File: config.mk
export PLATFORM = sky130hd
export DESIGN_NAME = psc_power_state_controller
export DESIGN_NICKNAME = d
export VERILOG_FILES = /design/src/psc_pkg.sv /design/src/psc_power_state_controller.sv
export SDC_FILE = /design/constraint.sdc
export NUM_CORES = 1
export LEC_CHECK = 0
export ABC_AREA = 0
export BUFFER_PORTS_ARGS = -buffer_cell sky130_fd_sc_hd__buf_4
export CORE_AREA = 5 5 94 96
export DETAILED_ROUTE_END_ITERATION = 10
export DIE_AREA = 0 0 99 101
export HOLD_SLACK_MARGIN = 0.05
export PLACE_DENSITY = 0.85
export SYNTH_ARGS = -nofsm -noshare
export SYNTH_HDL_FRONTEND = slang
export SYNTH_SLANG_ARGS = --single-unit
File: constraint.sdc
create_clock -name mclk -period 2 [get_ports mclk]
set_input_delay 0.4 -clock mclk [delete_from_list [all_inputs] [get_ports mclk]]
set_output_delay 0.4 -clock mclk [all_outputs]
set_load 0.02 [all_outputs]
File: src/psc_pkg.sv
// constants and types of the power state controller
package psc_pkg;

  // =====================================================
  // operating states
  typedef enum logic [2:0]
  {
    PSC_ZERO    = 3'b000,
    PSC_BACKUP  = 3'b001,
    PSC_OFF     = 3'b010,
    PSC_PREACT  = 3'b011,
    PSC_ACTIVE  = 3'b100,
    PSC_HIBER   = 3'b101
  } psc_state_type;

  // =====================================================
  // configuration modes taken from the straps
  localparam logic [1:0] PSC_MODE_DEV = 2'h0;

  // fixed start-up parameter words of the three custom modes
  localparam logic [15:0] PSC_CUSTOM1_PARAM = 16'h1111;
  localparam logic [15:0] PSC_CUSTOM2_PARAM = 16'h2222;
  localparam logic [15:0] PSC_CUSTOM3_PARAM = 16'h3333;

  // =====================================================
  // register indices; byte address is four times the index
  localparam logic [9:0] PSC_IDX_SLEEP = 10'h005;
  localparam logic [9:0] PSC_IDX_HIB_SUPPLY = 10'h040;
  localparam logic [9:0] PSC_IDX_STARTUP = 10'h041;
  localparam logic [9:0] PSC_IDX_OFF_CFG = 10'h042;
  localparam logic [9:0] PSC_IDX_STATUS = 10'h043;

  // field positions
  localparam int PSC_HIB_BIT = 15;
  localparam int PSC_GO_BIT = 16;
  localparam int PSC_KEEP_LINREG1_BIT = 0;
  localparam int PSC_OFF_TRICKLE_BIT = 1;

  // values after reset
  localparam logic [9:0] PSC_HIB_SUPPLY_RST = 10'h000;
  localparam logic [15:0] PSC_STARTUP_RST = 16'h0000;
  localparam logic PSC_KEEP_LINREG1_RST = 1'b0;
  localparam logic PSC_OFF_TRICKLE_RST = 1'b1;

  localparam int PSC_N_CONV = 6;
  localparam int PSC_N_LINREG = 4;

endpackage : psc_pkg

File: src/psc_power_state_controller.sv
// operating-state controller with its apb register file
//
// How it works
// RQ1 - start-up fault sends device to off
// RQ2 - active reached via pre-active after sequence completes
// RQ3 - active has no entry but pre-active; the code also enters active from hibernate
// RQ4 - development mode: parameters writable in pre-active
// RQ5 - four strap modes: development plus three custom
// RQ6 - hibernate bit or gpio enters hibernate
// RQ7 - gpio edge or level may enter hibernate
// RQ8 - level release, edge or wake leaves hibernate
// RQ9 - fault in hibernate goes to off
// RQ10 - hibernate bit 15 at 05h, reset zero
// RQ11 - hibernate supplies individually programmable
// RQ12 - hibernate blocks fast charge, allows trickle
// RQ13 - off disables converters and regulators two-four
// RQ14 - entering off restores register defaults
// RQ15 - off enables trickle charging by default
// RQ16 - shutdown or low source: active to off
// RQ17 - off to backup on lockout, backup rail good
// RQ18 - backup runs only oscillator and clock
// RQ19 - backup returns to off when source returns
// RQ20 - no source, rail below reset: zero
// RQ21 - start-up key held over 40ms
// RQ22 - start-up only above start-up voltage threshold
// RQ23 - undefined transitions ignored, state holds
//
// Implementation choice: register access over APB.
`timescale 1ns/1ns
`default_nettype none

module psc_power_state_controller
  import psc_pkg::*;
(
  // clock and reset
  input wire logic mclk,
  input wire logic rst,
  // apb slave
  input wire logic psel,
  input wire logic penable,
  input wire logic pwrite,
  input wire logic [11:0] paddr,
  input wire logic [31:0] pwdata,
  output logic [31:0] prdata,
  output logic pready,
  output logic pslverr,
  // straps
  input wire logic [1:0] config_mode_strap,
  // supply conditions
  input wire logic line_above_lockout_level,
  input wire logic backup_supply_rail_ok,
  input wire logic line_above_startup_voltage_threshold,
  // events
  input wire logic startup_event,
  input wire logic shutdown_event,
  input wire logic below_shutdown_threshold,
  input wire logic fault,
  input wire logic startup_seq_done,
  input wire logic gpio_hib_edge,
  input wire logic gpio_hib_level,
  input wire logic wake_event,
  // power outputs
  output logic [PSC_N_CONV-1:0] conv_en,
  output logic [PSC_N_LINREG-1:0] linreg_en,
  output logic osc_rtc_en,
  output logic fast_charge_en,
  output logic trickle_charge_en,
  output logic restore_defaults,
  output logic startup_seq_run,
  output logic [15:0] startup_param,
  output psc_pkg::psc_state_type state
);
  import psc_pkg::*;

  // =====================================================
  // state
  typedef struct packed
  {
    psc_state_type st;
    logic [1:0] mode;
    logic strap_taken;
    logic hib_bit;
    logic hib_by_level;
    logic [9:0] hib_supply;
    logic [15:0] dev_param;
    logic go;
    logic keep_linreg1;
    logic off_trickle;
    logic [31:0] rdata;
    logic err;
    logic [PSC_N_CONV-1:0] conv;
    logic [PSC_N_LINREG-1:0] linreg;
    logic osc;
    logic fast;
    logic trickle;
    logic restore;
    logic seq_run;
  } psc_regs_type;

  psc_regs_type r;
  psc_regs_type next_r;

  function automatic logic hit(input logic [11:0] a, input logic [9:0] idx);
    hit = (a[1:0] == 2'h0) && (a[11:2] == idx);
  endfunction : hit

  function automatic logic [15:0] param_of(input logic [1:0] m, input logic [15:0] dev);
    case (m)
      2'h1: param_of = PSC_CUSTOM1_PARAM;
      2'h2: param_of = PSC_CUSTOM2_PARAM;
      2'h3: param_of = PSC_CUSTOM3_PARAM;
      default: param_of = dev;
    endcase
  endfunction : param_of

  logic setup;
  logic wr;
  logic zero_cond;
  logic mapped;
  logic param_open;

  assign setup = psel && !penable;
  assign wr = psel && penable && pwrite;
  assign zero_cond = !line_above_lockout_level && !backup_supply_rail_ok;
  assign mapped = hit(paddr, PSC_IDX_SLEEP) || hit(paddr, PSC_IDX_HIB_SUPPLY) ||
    hit(paddr, PSC_IDX_STARTUP) || hit(paddr, PSC_IDX_OFF_CFG) || hit(paddr, PSC_IDX_STATUS);
  assign param_open = (r.mode == PSC_MODE_DEV) && (r.st == PSC_PREACT) && !r.go;

  // =====================================================
  // next state
  always_comb
  begin
    next_r = r;
    next_r.restore = 1'b0;
    // straps are caught once after reset release
    if (!r.strap_taken)
    begin
      next_r.mode = config_mode_strap; // RQ5
      next_r.strap_taken = 1'b1;
    end
    // register writes
    if (wr && hit(paddr, PSC_IDX_SLEEP))
    begin
      next_r.hib_bit = pwdata[PSC_HIB_BIT]; // RQ10
    end
    if (wr && hit(paddr, PSC_IDX_HIB_SUPPLY))
    begin
      next_r.hib_supply = pwdata[9:0]; // RQ11
    end
    if (wr && hit(paddr, PSC_IDX_STARTUP) && param_open)
    begin
      next_r.dev_param = pwdata[15:0]; // RQ4
      next_r.go = pwdata[PSC_GO_BIT];
    end
    if (wr && hit(paddr, PSC_IDX_OFF_CFG))
    begin
      next_r.keep_linreg1 = pwdata[PSC_KEEP_LINREG1_BIT];
      next_r.off_trickle = pwdata[PSC_OFF_TRICKLE_BIT];
    end
    // read data and error are taken in the setup cycle
    if (setup)
    begin
      next_r.err = !mapped;
      next_r.rdata = 32'h0000_0000;
      if (hit(paddr, PSC_IDX_SLEEP))
        next_r.rdata[PSC_HIB_BIT] = r.hib_bit;
      if (hit(paddr, PSC_IDX_HIB_SUPPLY))
        next_r.rdata[9:0] = r.hib_supply;
      if (hit(paddr, PSC_IDX_STARTUP))
        next_r.rdata = {15'h0000, r.go, param_of(r.mode, r.dev_param)};
      if (hit(paddr, PSC_IDX_OFF_CFG))
        next_r.rdata[1:0] = {r.off_trickle, r.keep_linreg1};
      if (hit(paddr, PSC_IDX_STATUS))
        next_r.rdata[7:0] = {r.seq_run, r.mode, r.hib_by_level, 1'b0, r.st};
    end
    // transitions; anything not listed holds the state
    if (zero_cond)
    begin
      next_r.st = PSC_ZERO; // RQ20
    end
    else
    begin
      case (r.st)
        PSC_ZERO:
          if (line_above_lockout_level)
            next_r.st = PSC_OFF;
        PSC_BACKUP:
          if (line_above_lockout_level)
            next_r.st = PSC_OFF; // RQ19
        PSC_OFF:
          if (!line_above_lockout_level)
            next_r.st = PSC_BACKUP; // RQ17
          else if (startup_event && line_above_startup_voltage_threshold)
            next_r.st = PSC_PREACT; // RQ22
        PSC_PREACT:
          if (fault)
            next_r.st = PSC_OFF; // RQ1
          else if (r.seq_run && startup_seq_done)
            next_r.st = PSC_ACTIVE; // RQ2 RQ3
        PSC_ACTIVE:
          if (shutdown_event || below_shutdown_threshold)
            next_r.st = PSC_OFF; // RQ16
          else if (r.hib_bit || gpio_hib_level || gpio_hib_edge)
          begin
            next_r.st = PSC_HIBER; // RQ6
            next_r.hib_by_level = !gpio_hib_edge; // RQ7
          end
        PSC_HIBER:
          if (fault)
            next_r.st = PSC_OFF; // RQ9
          else if (gpio_hib_edge || wake_event ||
                   (r.hib_by_level && !gpio_hib_level && !r.hib_bit))
          begin
            next_r.st = PSC_ACTIVE; // RQ8
            next_r.hib_bit = 1'b0;
          end
        default:
          next_r.st = PSC_ZERO; // RQ23
      endcase
    end
    // sequence starts one cycle after pre-active entry in custom modes, one cycle after the go bit in development mode
    next_r.seq_run = (next_r.st == PSC_PREACT) && (r.st == PSC_PREACT) &&
      (r.seq_run || (r.mode != PSC_MODE_DEV) || r.go);
    // defaults return on entry to off and while in zero
    if ((next_r.st == PSC_OFF && r.st != PSC_OFF) || next_r.st == PSC_ZERO)
    begin
      next_r.restore = 1'b1; // RQ14
      next_r.hib_bit = 1'b0;
      next_r.hib_by_level = 1'b0;
      next_r.hib_supply = PSC_HIB_SUPPLY_RST;
      next_r.dev_param = PSC_STARTUP_RST;
      next_r.go = 1'b0;
      next_r.keep_linreg1 = PSC_KEEP_LINREG1_RST;
      next_r.off_trickle = PSC_OFF_TRICKLE_RST;
    end
    // outputs follow the state being entered
    next_r.conv = '0;
    next_r.linreg = '0;
    next_r.fast = 1'b0;
    next_r.trickle = 1'b0;
    next_r.osc = (next_r.st != PSC_ZERO); // RQ18
    case (next_r.st)
      PSC_OFF:
      begin
        next_r.linreg[0] = next_r.keep_linreg1; // RQ13
        next_r.trickle = next_r.off_trickle; // RQ15
      end
      PSC_PREACT:
      begin
        next_r.conv = {PSC_N_CONV{next_r.seq_run}};
        next_r.linreg = {PSC_N_LINREG{next_r.seq_run}};
      end
      PSC_ACTIVE:
      begin
        next_r.conv = '1;
        next_r.linreg = '1;
        next_r.fast = 1'b1;
        next_r.trickle = 1'b1;
      end
      PSC_HIBER:
      begin
        next_r.conv = next_r.hib_supply[PSC_N_CONV-1:0]; // RQ11
        next_r.linreg = next_r.hib_supply[9:PSC_N_CONV];
        next_r.trickle = 1'b1; // RQ12
      end
      default:
      begin
        next_r.osc = next_r.osc;
      end
    endcase
  end

  // =====================================================
  // registers
  always_ff @(posedge mclk)
  begin
    if (rst)
    begin
      r <= '0;
      r.st <= PSC_ZERO;
      r.off_trickle <= PSC_OFF_TRICKLE_RST;
      r.dev_param <= PSC_STARTUP_RST;
      r.hib_supply <= PSC_HIB_SUPPLY_RST;
      r.keep_linreg1 <= PSC_KEEP_LINREG1_RST;
    end
    else
    begin
      r <= next_r;
    end
  end

  // =====================================================
  // outputs
  assign pready = 1'b1;
  assign prdata = r.rdata;
  assign pslverr = r.err;
  assign conv_en = r.conv;
  assign linreg_en = r.linreg;
  assign osc_rtc_en = r.osc;
  assign fast_charge_en = r.fast;
  assign trickle_charge_en = r.trickle;
  assign restore_defaults = r.restore;
  assign startup_seq_run = r.seq_run;
  assign startup_param = param_of(r.mode, r.dev_param);
  assign state = r.st;
endmodule : psc_power_state_controller

`default_nettype wire

; Word level (Yosys, flattened, before mapping)
; Index checks and enable logic that the tools add are counted.
[totals]
ff_bits = 85
inputBits = 62
output_inout_bits = 68
elab_cells = 126
[op_classes]
n_eq_ne = 18
n_mux = 34
n_bitwise = 2
reduce_logical = 53
[op_table]
columns = cell, n
row1 = $pmux 16 s3, 1
row2 = $eq 10x7->1 const B, 4
row3 = $mux 17, 2
row4 = $mux 3, 10
row5 = $mux 29, 1
row6 = $pmux 9 s3, 1
row7 = $logic_and 1x1->1, 23
row8 = $mux 10, 2
row9 = $pmux 3 s5, 1
row10 = $eq 3x2->1 const B, 4
row11 = $eq 3x3->1 const B, 4
row12 = $logic_or 1x1->1, 12
row13 = $eq 10x3->1 const B, 1
row14 = $mux 1, 10
row15 = $logic_not 1->1, 8
row16 = $mux 8, 1
row17 = $logic_not 3->1, 2
row18 = $mux 2, 3
row19 = $reduce_or 2->1, 3
row20 = $eq 2x2->1 const B, 2
row21 = $logic_not 2->1, 2
row22 = $pmux 1 s4, 1
row23 = $reduce_and 4->1, 1
row24 = $eq 3x1->1 const B, 1
row25 = 6 further kinds, 7

; Logic depth before layout (Yosys ltp)
; Gate-level depths: netlist of the first run.
[depth]
word_depth = 13
ltp_mapped = 7
depth_no_buf = 6

; Least setup slack after synthesis of the first run
; OpenSTA, ideal clock, no wires.
[synth_path]
path_kind = input to register
startpoint = input below_shutdown_threshold
endpoint = register r (netlist bit conv_en[0])
setup_time_ns = 0.143
t_arrival_ns = 1.890
setup_slack_ns = -0.033
stages = 6
path_buffers = 0
path_cell_list = or3_4 or2_4 o211ai_2 and2_1 mux2i_1 a21oi_1
[synth_between]
elab_chain_len = 9
word_cells_on_any_way = 15
classes_between = 4 x eq/ne / 5 x mux / 6 x reduce/logical
[synth_rtl]
columns = element, line
row1 = start: declaration, psc_power_state_controller.sv:56  ; input wire logic below_shutdown_threshold,
row2 = $logic_or 1x1->1 (*), psc_power_state_controller.sv:201  ; if (shutdown_event || below_shutdown_threshold)
row3 = $mux 3 (*), psc_power_state_controller.sv:201
row4 = $pmux 3 s5 (*), psc_power_state_controller.sv:183  ; case (r.st)
row5 = $mux 3 (*), psc_power_state_controller.sv:177  ; if (zero_cond)
row6 = $eq 3x2->1, psc_power_state_controller.sv:225  ; if ((next_r.st == PSC_OFF && r.st != PSC_OFF) || next_r.st == PSC_ZERO)
row7 = $logic_and 1x1->1, psc_power_state_controller.sv:225
row8 = $logic_or 1x1->1, psc_power_state_controller.sv:225
row9 = $mux 29, psc_power_state_controller.sv:225
row10 = $pmux 9 s3 (*), psc_power_state_controller.sv:242  ; case (next_r.st)
row11 = end signal: assignment, psc_power_state_controller.sv:288  ; r <= next_r;
row12 = end: declaration, psc_power_state_controller.sv:100  ; psc_regs_type r;
; Mark *: on every way between the ends. The rest lies on a longest branch, timed or not.
; A chain may end at the register's enable or synchronous reset.

; Worst setup path in the final report of the first run
[layout_path]
startpoint = register r (netlist bit state[1])
endpoint = register r[77] in the netlist's numbering
[layout_between]
elab_chain_len = 8
word_cells_on_any_way = 25
classes_between = 7 x eq/ne / 11 x mux / 7 x reduce/logical
[layout_rtl]
columns = element, line
row1 = "$eq 3x1->1, or another cell as far along", psc_power_state_controller.sv:183
row2 = "$reduce_or 2->1 (no line), or another cell as far along", -
row3 = $pmux 3 s5, psc_power_state_controller.sv:183
row4 = $mux 3, psc_power_state_controller.sv:177
row5 = $eq 3x2->1, psc_power_state_controller.sv:225
row6 = $logic_and 1x1->1, psc_power_state_controller.sv:225
row7 = $logic_or 1x1->1, psc_power_state_controller.sv:225
row8 = $reduce_or 2->1 (no line), -
; Several ways; a longest one is shown, not always the timed one.

==> results of run 1 <==
cell usage in the layout, fill, tap and decap left out, types with 5 or more instances in the layout:
master    synthesis  layout
buf_4            46     124
dfxtp_1          70      67
nor2_1           54      53
mux2i_1          35      34
a21oi_1          28      28
nand2_1          17      17
conb_1            2      16
nand3_1          14      13
clkbuf_8          0      10
and2_1           10       9
inv_1             8       8
or2_1             7       7
nand2b_1          6       6
o21ai_0           6       6
nor3_1            6       5
a31oi_1           5       5
a22oi_1           5       5
path summary, 6_finish.rpt:
path,from,end,slack (ns),cells after the start
max,state[1],r[77],0.06,8
min,gpio_hib_edge,r[77],0.27,2
max reg2reg,state[1],r[77],0.06,8
min reg2reg,prdata[11],prdata[11],0.46,2
through the flow:
step                setup TNS, ns  hold WS [ns]  power [mW]
finish                          0         0.270        2.77
global route              -0.0318         0.275        2.88
CTS                             0         0.255        2.77
detailed placement          -3.92         0.448        1.77
global placement            -1.62         0.442        1.76
floorplan                       0         0.432        1.63
repair_timing:
action,in CTS,in global routing
pin swaps,1,3
gates cloned,0,0
endpoints found under the setup margin,10,41
resized for setup,3,9
setup buffers,1,0
layer usage:
layer  vias to the layer above  global-route usage
met5                         -                   0
met3                        13              0.0561
met2                       121               0.315
li1                       1471                   -
met4                         0              0.0777
met1                      1452               0.235
power groups by stage:
stage | clock, mW | combinational [mW] | sequential [mW]
3_5_place_dp | 0 | 0.320 | 1.45
2_1_floorplan | 0 | 0.185 | 1.45
3_3_place_gp | 0 | 0.314 | 1.45
6_report | 1.02 | 0.336 | 1.42
5_1_grt | 1.10 | 0.357 | 1.42
4_1_cts | 1.03 | 0.325 | 1.42
cells by family after synthesis:
group	after synthesis	share of synthesized area
AOI/OAI and AO/OA	69	0.132
and+or+nand+nor	143	0.216
DFF	70	0.402
muxes	38	0.117
buffers and inverters	71	0.132
other	2	0.00216
layout make-up:
cell class | count | area (sq um) | share of cell area
multi-input cells | 266 | 1730 | 0.391
flip-flops and latches | 70 | 1410 | 0.318
repair buffers | 125 | 951 | 0.215
clock buffers | 11 | 141 | 0.0320
well taps | 105 | 131 | 0.0297
clock inverters | 5 | 33.8 | 0.00764
inverters | 8 | 30.0 | 0.00679
flip-flops by register name (all words and copies together), names as in the netlist, 3 cells and up:
signal and cells:
conv_en 6, linreg_en 4, prdata 17, r 34
state 3
worst max-delay path, delay by kind of cell (launching register included):
family	cells	cell delay, ns
AO/OA/AOI/OAI	3	0.66
AND/OR/NAND/NOR	3	0.52
flip-flops	1	0.39
buffers and inverters	2	0.29
==> flow_metrics.env, run 1 <==
export IMPL_core_area_sq_um=7970
export IMPL_fp_row_count=33
export IMPL_path_clk_slew_ns=0.07
export IMPL_tightestPinTransition_ns=0.597
export IMPL_cp_slowest_cell="dfxtp_2"
export IMPL_dp_cells=573
export IMPL_fin_nets=542
export IMPL_cellPowerDensity_nw_per_um2=627
export IMPL_cp_arrival_ns=2.20
export IMPL_via_per_inst=5.18
export IMPL_skew_ns=0.00903
export IMPL_setup_viol=0
export IMPL_synth_seq_cells=70
export IMPL_p_sw_mw=0.738
export IMPL_cts_htree_levels=3
export IMPL_switching_share=0.266
export IMPL_power_frac_comb=0.121
export IMPL_syn_area_per_cell_sq_um=8.86
export IMPL_hpwlAfterDp_mm=7.25
export IMPL_hold_buffers=0
export IMPL_clock_latency_ns=0.35
export IMPL_cp_cell_sequence="nand2b_1 > nor3_4 > o31a_1 > buf_4 > nand2_2 > a31o_4 > buf_4 > a311oi_2"
export IMPL_max_cap_violations=0
export IMPL_design_area_sq_um=4420
export IMPL_clockRootBuffer="clkbuf_8"
export IMPL_crit_top_cell="buf_4"
export IMPL_clock_sinks=70
export IMPL_yosys_area_top_type_share=0.402
export IMPL_dieArea_sq_um=10000
export IMPL_port_buffers=98
export IMPL_grt_first_pass_wirelength_mm=15.0
export IMPL_synth_area_leaders="dfxtp_1 (40%), mux2i_1 (10%), buf_4 (9.9%)"
export IMPL_drt_pass1_iter_count=5
export IMPL_synth_flop_cell="dfxtp_1"
export IMPL_max_freq_ghz=0.515
export IMPL_hp_class="in2reg"
export IMPL_cp_start_kind="flop"
export IMPL_cts_tree="done"
export IMPL_ir_worst_vdd_mv=0.292
export IMPL_fin_crit_ns=1.94
export IMPL_hold_viol=0
export IMPL_cts_buffers=9
export IMPL_drive_gt1_frac=0.342
export IMPL_num_vias=3057
export IMPL_diodes=0
export IMPL_p_seq_frac=0.511
export IMPL_mappedNetlistArea_sq_um=3480
export IMPL_grt_overflow=0
export IMPL_syn_to_final_growth_pct=26.9
export IMPL_grt_antenna_before_repair=0
export IMPL_die_h_um=101
export IMPL_utilization=0.555
export IMPL_worstSetupEndpointType="flop"
export IMPL_die_x_um=99
export IMPL_finalWirelength_mm=9.76
export IMPL_setup_ws_ns=0.0568
export IMPL_wl_met2_mm=4.79
export IMPL_synth_edff_count=0
export IMPL_postSynthCellCount=393
export IMPL_dpl_cell_area_sq_um=4190
export IMPL_slew_viol_final=0
export IMPL_drc=0
export IMPL_critPathRequiredTime_ns=2.26
export IMPL_met3WireLength_um=737
export IMPL_stdcell_count=590
export IMPL_critPathMaxFanout=10
export IMPL_p_int_mw=2.03
export IMPL_synthArstFlopShare=0
export IMPL_start_util=0.437
export IMPL_pwr_share_clk=0.368
export IMPL_first_iter_violations=206
export IMPL_synth_top_area_cell="dfxtp_1"
export IMPL_ant_nets=0
export IMPL_fill_cells=690
export IMPL_crit_type="reg2reg"
export IMPL_clockBufferDepth=2
export IMPL_p_leak_nw=2.08
export IMPL_track_usage=0.191
export IMPL_critical_path_max_stage_delay_ns=0.39
export IMPL_fin_crit_sh=0.972
export IMPL_status="complete, no violations"
export IMPL_place_ws_ns=-0.170
export IMPL_relSlewSlack=0.601
export IMPL_wl_per_cell_um=16.5
export IMPL_synth_most_common_cell="dfxtp_1"
export IMPL_io_pins=130
export IMPL_gp_congestion=0.861
export IMPL_met1_length_mm=4.10
export IMPL_first_global_vias=2997
export IMPL_yosysSeqAreaShare=0.402
export IMPL_synth_warnings=0
export IMPL_grt_max_degree=30
export IMPL_ys_types=57
export IMPL_synthTopCellsByCount="dfxtp_1 (70), nor2_1 (54), buf_4 (46)"
export IMPL_top_layer_used="met4"
(Power assumes the default switching activity.)
==> run 2, diff against run 1 <==
--- a/config.mk
+++ b/config.mk
@@ -7,11 +7,11 @@
 export LEC_CHECK = 0
 export ABC_AREA = 0
 export BUFFER_PORTS_ARGS = -buffer_cell sky130_fd_sc_hd__buf_4
-export CORE_AREA = 5 5 94 96
+export CORE_AREA = 5 5 100 102
 export DETAILED_ROUTE_END_ITERATION = 10
-export DIE_AREA = 0 0 99 101
+export DIE_AREA = 0 0 105 107
 export HOLD_SLACK_MARGIN = 0.05
-export PLACE_DENSITY = 0.85
+export PLACE_DENSITY = 0.77
 export SYNTH_ARGS = -nofsm -noshare
 export SYNTH_HDL_FRONTEND = slang
 export SYNTH_SLANG_ARGS = --single-unit
==> flow_metrics.env, run 2 (same netlist as run 1, synthesis figures left out) <==
export IMPL_status="complete, no violations"
export IMPL_clockBufferDepth=2
export IMPL_stdcell_count=601
export IMPL_grt_max_degree=30
export IMPL_hp_class="in2reg"
export IMPL_port_buffers=98
export IMPL_critPathMaxFanout=14
export IMPL_top_register="r"
export IMPL_max_cap_violations=0
export IMPL_min_from="gpio_hib_edge"
export IMPL_layout_common_cells="buf_4 (127), dfxtp_1 (67), nor2_1 (49), mux2i_1 (34), a21oi_1 (28)"
export IMPL_switching_share=0.259
export IMPL_worst_hold_path_num_cells=2
export IMPL_hold_viol=0
export IMPL_ir_worst_vdd_mv=0.279
export IMPL_fp_row_count=35
export IMPL_pwr_share_clk=0.395
export IMPL_core_area_sq_um=9020
export IMPL_fin_nets=548
export IMPL_grt_antenna_before_repair=0
export IMPL_p_leak_nw=2.13
export IMPL_cp_arrival_ns=2.25
export IMPL_p_int_mw=2.17
export IMPL_first_iter_violations=201
export IMPL_relSlewSlack=0.604
export IMPL_ff2ff_setup_slack_ns=0.04
export IMPL_dieArea_sq_um=11200
export IMPL_crit_type="reg2reg"
export IMPL_cts_buffers=9
export IMPL_cts_htree_levels=3
export IMPL_reg2reg_to="r[60]"
export IMPL_r2r_cells=8
export IMPL_finalWirelength_mm=10.1
export IMPL_drive_gt1_frac=0.365
export IMPL_fin_crit_sh=0.978
export IMPL_via_per_inst=5.08
export IMPL_grt_first_pass_wirelength_mm=15.6
export IMPL_start_util=0.386
export IMPL_cp_start_kind="flop"
export IMPL_first_global_vias=3148
export IMPL_power_mw=2.92
export IMPL_track_usage=0.174
export IMPL_slew_viol_final=0
export IMPL_dpl_cell_area_sq_um=4240
export IMPL_grt_overflow=0
export IMPL_wl_per_cell_um=16.8
export IMPL_p_seq_frac=0.485
export IMPL_clock_latency_ns=0.36
export IMPL_largest_register_ffs=34
export IMPL_mostFrequentLayoutCell="buf_4"
export IMPL_io_pins=130
export IMPL_hpwlAfterDp_mm=7.58
export IMPL_max_freq_ghz=0.511
export IMPL_num_vias=3055
export IMPL_design_area_sq_um=4540
export IMPL_cellPowerDensity_nw_per_um2=643
export IMPL_syn_to_final_growth_pct=30.5
export IMPL_clockRootBuffer="clkbuf_8"
export IMPL_path_clk_slew_ns=0.08
export IMPL_clock_sinks=70
export IMPL_cts_tree="done"
export IMPL_gp_congestion=0.852
export IMPL_ant_nets=0
export IMPL_p_sw_mw=0.756
export IMPL_critPathRequiredTime_ns=2.30
export IMPL_die_x_um=105
export IMPL_skew_ns=0.0111
export IMPL_worstReg2RegStart="state[0]"
export IMPL_die_h_um=107
export IMPL_drc=0
export IMPL_dp_cells=585
export IMPL_tightestPinTransition_ns=0.593
export IMPL_place_ws_ns=-0.262
export IMPL_diodes=0
export IMPL_min_to="r[77]"
export IMPL_setup_viol=0
export IMPL_setup_ws_ns=0.0437
export IMPL_fin_crit_ns=1.96
export IMPL_drt_pass1_iter_count=7
export IMPL_worstSetupEndpointType="flop"
export IMPL_power_frac_comb=0.120
[run 2: cell count changes in the layout (fill, tap and decap cells not counted), moves of 2 or more]
cell    previous run  this run
buf_6              0         2
nor2_2             1         5
nor2_1            53        49
buf_4            124       127
[run 2: area by class of cell]
| class | count | area, sq um |
|---|---|---|
| Clock inverter | 5 | 58.8 |
| Inverter | 8 | 30.0 |
| Clock buffer | 10 | 138 |
| Timing Repair Buffer | 131 | 1020 |
| Sequential cell | 70 | 1410 |
| Fill cell | 828 | 4480 |
| Tap cell | 111 | 139 |
| Multi-Input combinational cell | 266 | 1750 |
[run 2: critical path, stage by stage, from the launching register on]
cell       delay (ns)
dfxtp_1          0.31
or3_4            0.41
or2_4            0.27
o211ai_4         0.11
buf_6            0.13
nand2_2          0.06
a31o_4           0.30
clkbuf_16        0.18
nor2_1           0.11
[run 2: timing repair]
action                     in CTS  in global routing
pin swaps                       0                  3
setup endpoints to repair      37                 41
buffers inserted                0                  0
hold buffers                    0                  0
resized for setup               4                 19
cloned                          0                  1
[run 2: worst max-delay path by stage]
stage / end / cells after the start / from / slack, ns
finish: r[60] / 8 / state[0] / 0.04
global route: conv_en[1] / 6 / state[0] / -0.03
CTS: conv_en[4] / 7 / state[0] / 0.005
detailed placement: conv_en[3] / 7 / below_shutdown_threshold / -0.26
global placement: linreg_en[2] / 7 / below_shutdown_threshold / -0.19
floorplan: linreg_en[0] / 7 / paddr[1] / 0.03
[run 2: power by group through the flow]
stage	Clock (mW)	Sequential, mW	Combinational, mW
floorplan	0	1.45	0.185
global placement	0	1.45	0.325
detailed placement	0	1.45	0.331
CTS	1.16	1.41	0.334
global route	1.24	1.42	0.377
finish	1.15	1.42	0.352
[run 2: layer usage]
| metal | global-route usage | up-vias | part of all wire |
|---|---|---|---|
| met1 | 0.205 | 1416 | 0.41 |
| li1 | - | 1481 | - |
| met2 | 0.275 | 132 | 0.47 |
| met3 | 0.0795 | 26 | 0.096 |
| met5 | 0 | - | 0 |
| met4 | 0.0703 | 0 | 0.023 |
[run 2: stage by stage]
step,TNS (ns),hold WS [ns],util
3_3_place_gp,-6.15,0.445,0.470
2_1_floorplan,0,0.432,-
3_5_place_dp,-8.27,0.453,0.470
5_1_grt,-0.407,0.260,0.504
4_1_cts,0,0.263,0.493
6_report,0,0.270,0.504
==> run 3, diff against run 2 <==
--- a/config.mk
+++ b/config.mk
@@ -7,9 +7,9 @@
 export LEC_CHECK = 0
 export ABC_AREA = 0
 export BUFFER_PORTS_ARGS = -buffer_cell sky130_fd_sc_hd__buf_4
-export CORE_AREA = 5 5 100 102
+export CORE_AREA = 2 2 97 99
 export DETAILED_ROUTE_END_ITERATION = 10
-export DIE_AREA = 0 0 105 107
+export DIE_AREA = 0 0 99 101
 export HOLD_SLACK_MARGIN = 0.05
 export PLACE_DENSITY = 0.77
 export SYNTH_ARGS = -nofsm -noshare
==> flow_metrics.env, run 3 (same netlist as run 1, synthesis figures left out) <==
export IMPL_grt_overflow=0
export IMPL_fp_row_count=35
export IMPL_dpl_cell_area_sq_um=4230
export IMPL_hp_class="in2reg"
export IMPL_track_usage=0.185
export IMPL_diodes=0
export IMPL_reg2reg_to="r[77]"
export IMPL_gp_congestion=0.856
export IMPL_fin_crit_sh=0.952
export IMPL_syn_to_final_growth_pct=29.5
export IMPL_path_clk_slew_ns=0.07
export IMPL_layout_common_cells="buf_4 (128), dfxtp_1 (66), nor2_1 (54), mux2i_1 (34), a21oi_1 (28)"
export IMPL_status="complete, no violations"
export IMPL_ir_worst_vdd_mv=0.350
export IMPL_cp_start_kind="flop"
export IMPL_wl_per_cell_um=15.1
export IMPL_critical_path_max_stage_delay_ns=0.41
export IMPL_cts_tree="done"
export IMPL_power_mw=3.15
export IMPL_utilization=0.502
export IMPL_worst_hold_path_num_cells=2
export IMPL_fin_crit_ns=1.90
export IMPL_clockBufferDepth=2
export IMPL_via_per_inst=5.03
export IMPL_clockRootBuffer="clkbuf_8"
export IMPL_drc=0
export IMPL_crit_type="reg2reg"
export IMPL_ff2ff_setup_slack_ns=0.1
export IMPL_worstReg2RegStart="state[0]"
export IMPL_cp_slowest_cell="or3_4"
export IMPL_fill_cells=849
export IMPL_design_area_sq_um=4510
export IMPL_mostFrequentLayoutCell="buf_4"
export IMPL_num_vias=3013
export IMPL_ant_nets=0
export IMPL_clock_latency_ns=0.35
export IMPL_cellPowerDensity_nw_per_um2=698
export IMPL_clock_sinks=70
export IMPL_max_freq_ghz=0.525
export IMPL_slew_viol_final=0
export IMPL_drt_pass1_iter_count=4
export IMPL_stdcell_count=599
export IMPL_largest_register_ffs=34
export IMPL_grt_first_pass_wirelength_mm=14.6
export IMPL_grt_max_degree=30
export IMPL_first_global_vias=2986
export IMPL_p_leak_nw=2.12
export IMPL_fin_nets=546
export IMPL_cp_arrival_ns=2.16
export IMPL_hold_viol=0
export IMPL_worstSetupEndpointType="flop"
export IMPL_skew_ns=0.0112
export IMPL_setup_viol=0
export IMPL_cpLargestDelayFamily="compound AO/OA/AOI/OAI gates"
export IMPL_critPathMaxFanout=4
export IMPL_core_area_sq_um=8980
export IMPL_min_to="r[77]"
export IMPL_drive_gt1_frac=0.346
export IMPL_die_h_um=101
export IMPL_port_buffers=98
export IMPL_dieArea_sq_um=10000
export IMPL_dp_cells=584
export IMPL_max_cap_violations=0
export IMPL_hpwlAfterDp_mm=6.96
export IMPL_cts_buffers=9
export IMPL_cp_cell_sequence="or3_4 > nor3_2 > o31a_1 > nand2_2 > a31o_4 > buf_4 > a311oi_2"
export IMPL_relSlewSlack=0.596
export IMPL_start_util=0.388
export IMPL_top_register="r"
export IMPL_r2r_cells=7
export IMPL_critPathRequiredTime_ns=2.26
export IMPL_grt_antenna_before_repair=0
export IMPL_tightestPinTransition_ns=0.605
export IMPL_min_from="gpio_hib_edge"
export IMPL_io_pins=130
export IMPL_die_x_um=99
export IMPL_first_iter_violations=204
export IMPL_cts_htree_levels=3
export IMPL_cp_num_buf_inv=1
export IMPL_finalWirelength_mm=9.03
## run 3: changes by cell type in the layout (fill, tap and decap cells not counted), moves of 2 or more
cell | previous run | this run
nor2_1 | 49 | 54
nor2_2 | 5 | 0
dfxtp_2 | 2 | 4
bufinv_16 | 1 | 3
clkinv_4 | 0 | 2
buf_6 | 2 | 0
clkinvlp_4 | 2 | 0
## run 3: routing by layer
layer / wire, um / GRT usage / part of all wire
met5: 0 / 0 / 0
met1: 4060 / 0.239 / 0.45
met3: 700 / 0.0610 / 0.077
met2: 4100 / 0.284 / 0.45
met4: 176 / 0.0801 / 0.019
## run 3: area by class of cell
cell class | count | area, sq um | share of cell area
clock buffer | 10 | 138 | 0.0305
clock inverter | 5 | 108 | 0.0239
inverter | 8 | 30.0 | 0.00666
multi-input combinational | 266 | 1710 | 0.379
sequential | 70 | 1410 | 0.312
tap | 111 | 139 | 0.0308
timing repair buffer | 129 | 981 | 0.218
## run 3: worst max-delay path by stage
stage,startpoint,endpoint,slack (ns),cells after the start
finish,state[0],r[77],0.1,7
global placement,below_shutdown_threshold,linreg_en[3],-0.09,8
floorplan,paddr[1],linreg_en[0],0.03,7
CTS,state[2],r[77],0.04,7
detailed placement,paddr[1],r[51],-0.12,8
global route,r[78],trickle_charge_en,-0.01,8
## run 3: repair_timing
action                     CTS  global route
hold buffers                 0             0
setup endpoints to repair    0            44
gates resized for setup      0             9
setup buffers                0             0
## run 3: power by group
group	total [mW]	switching (mW)	internal, mW
Clock	1.40	0.539	0.860
Sequential	1.42	0.0133	1.41
Combinational	0.330	0.182	0.148
Total	3.15	0.734	2.41
## run 3: stage by stage
step | hold WS, ns | setup TNS (ns) | setup slack (ns)
floorplan | 0.432 | 0 | 0.0309
CTS | 0.270 | 0 | 0.0435
finish | 0.275 | 0 | 0.0956
detailed placement | 0.447 | -3.59 | -0.123
global placement | 0.443 | -2.44 | -0.0866
global route | 0.252 | -0.0226 | -0.0148
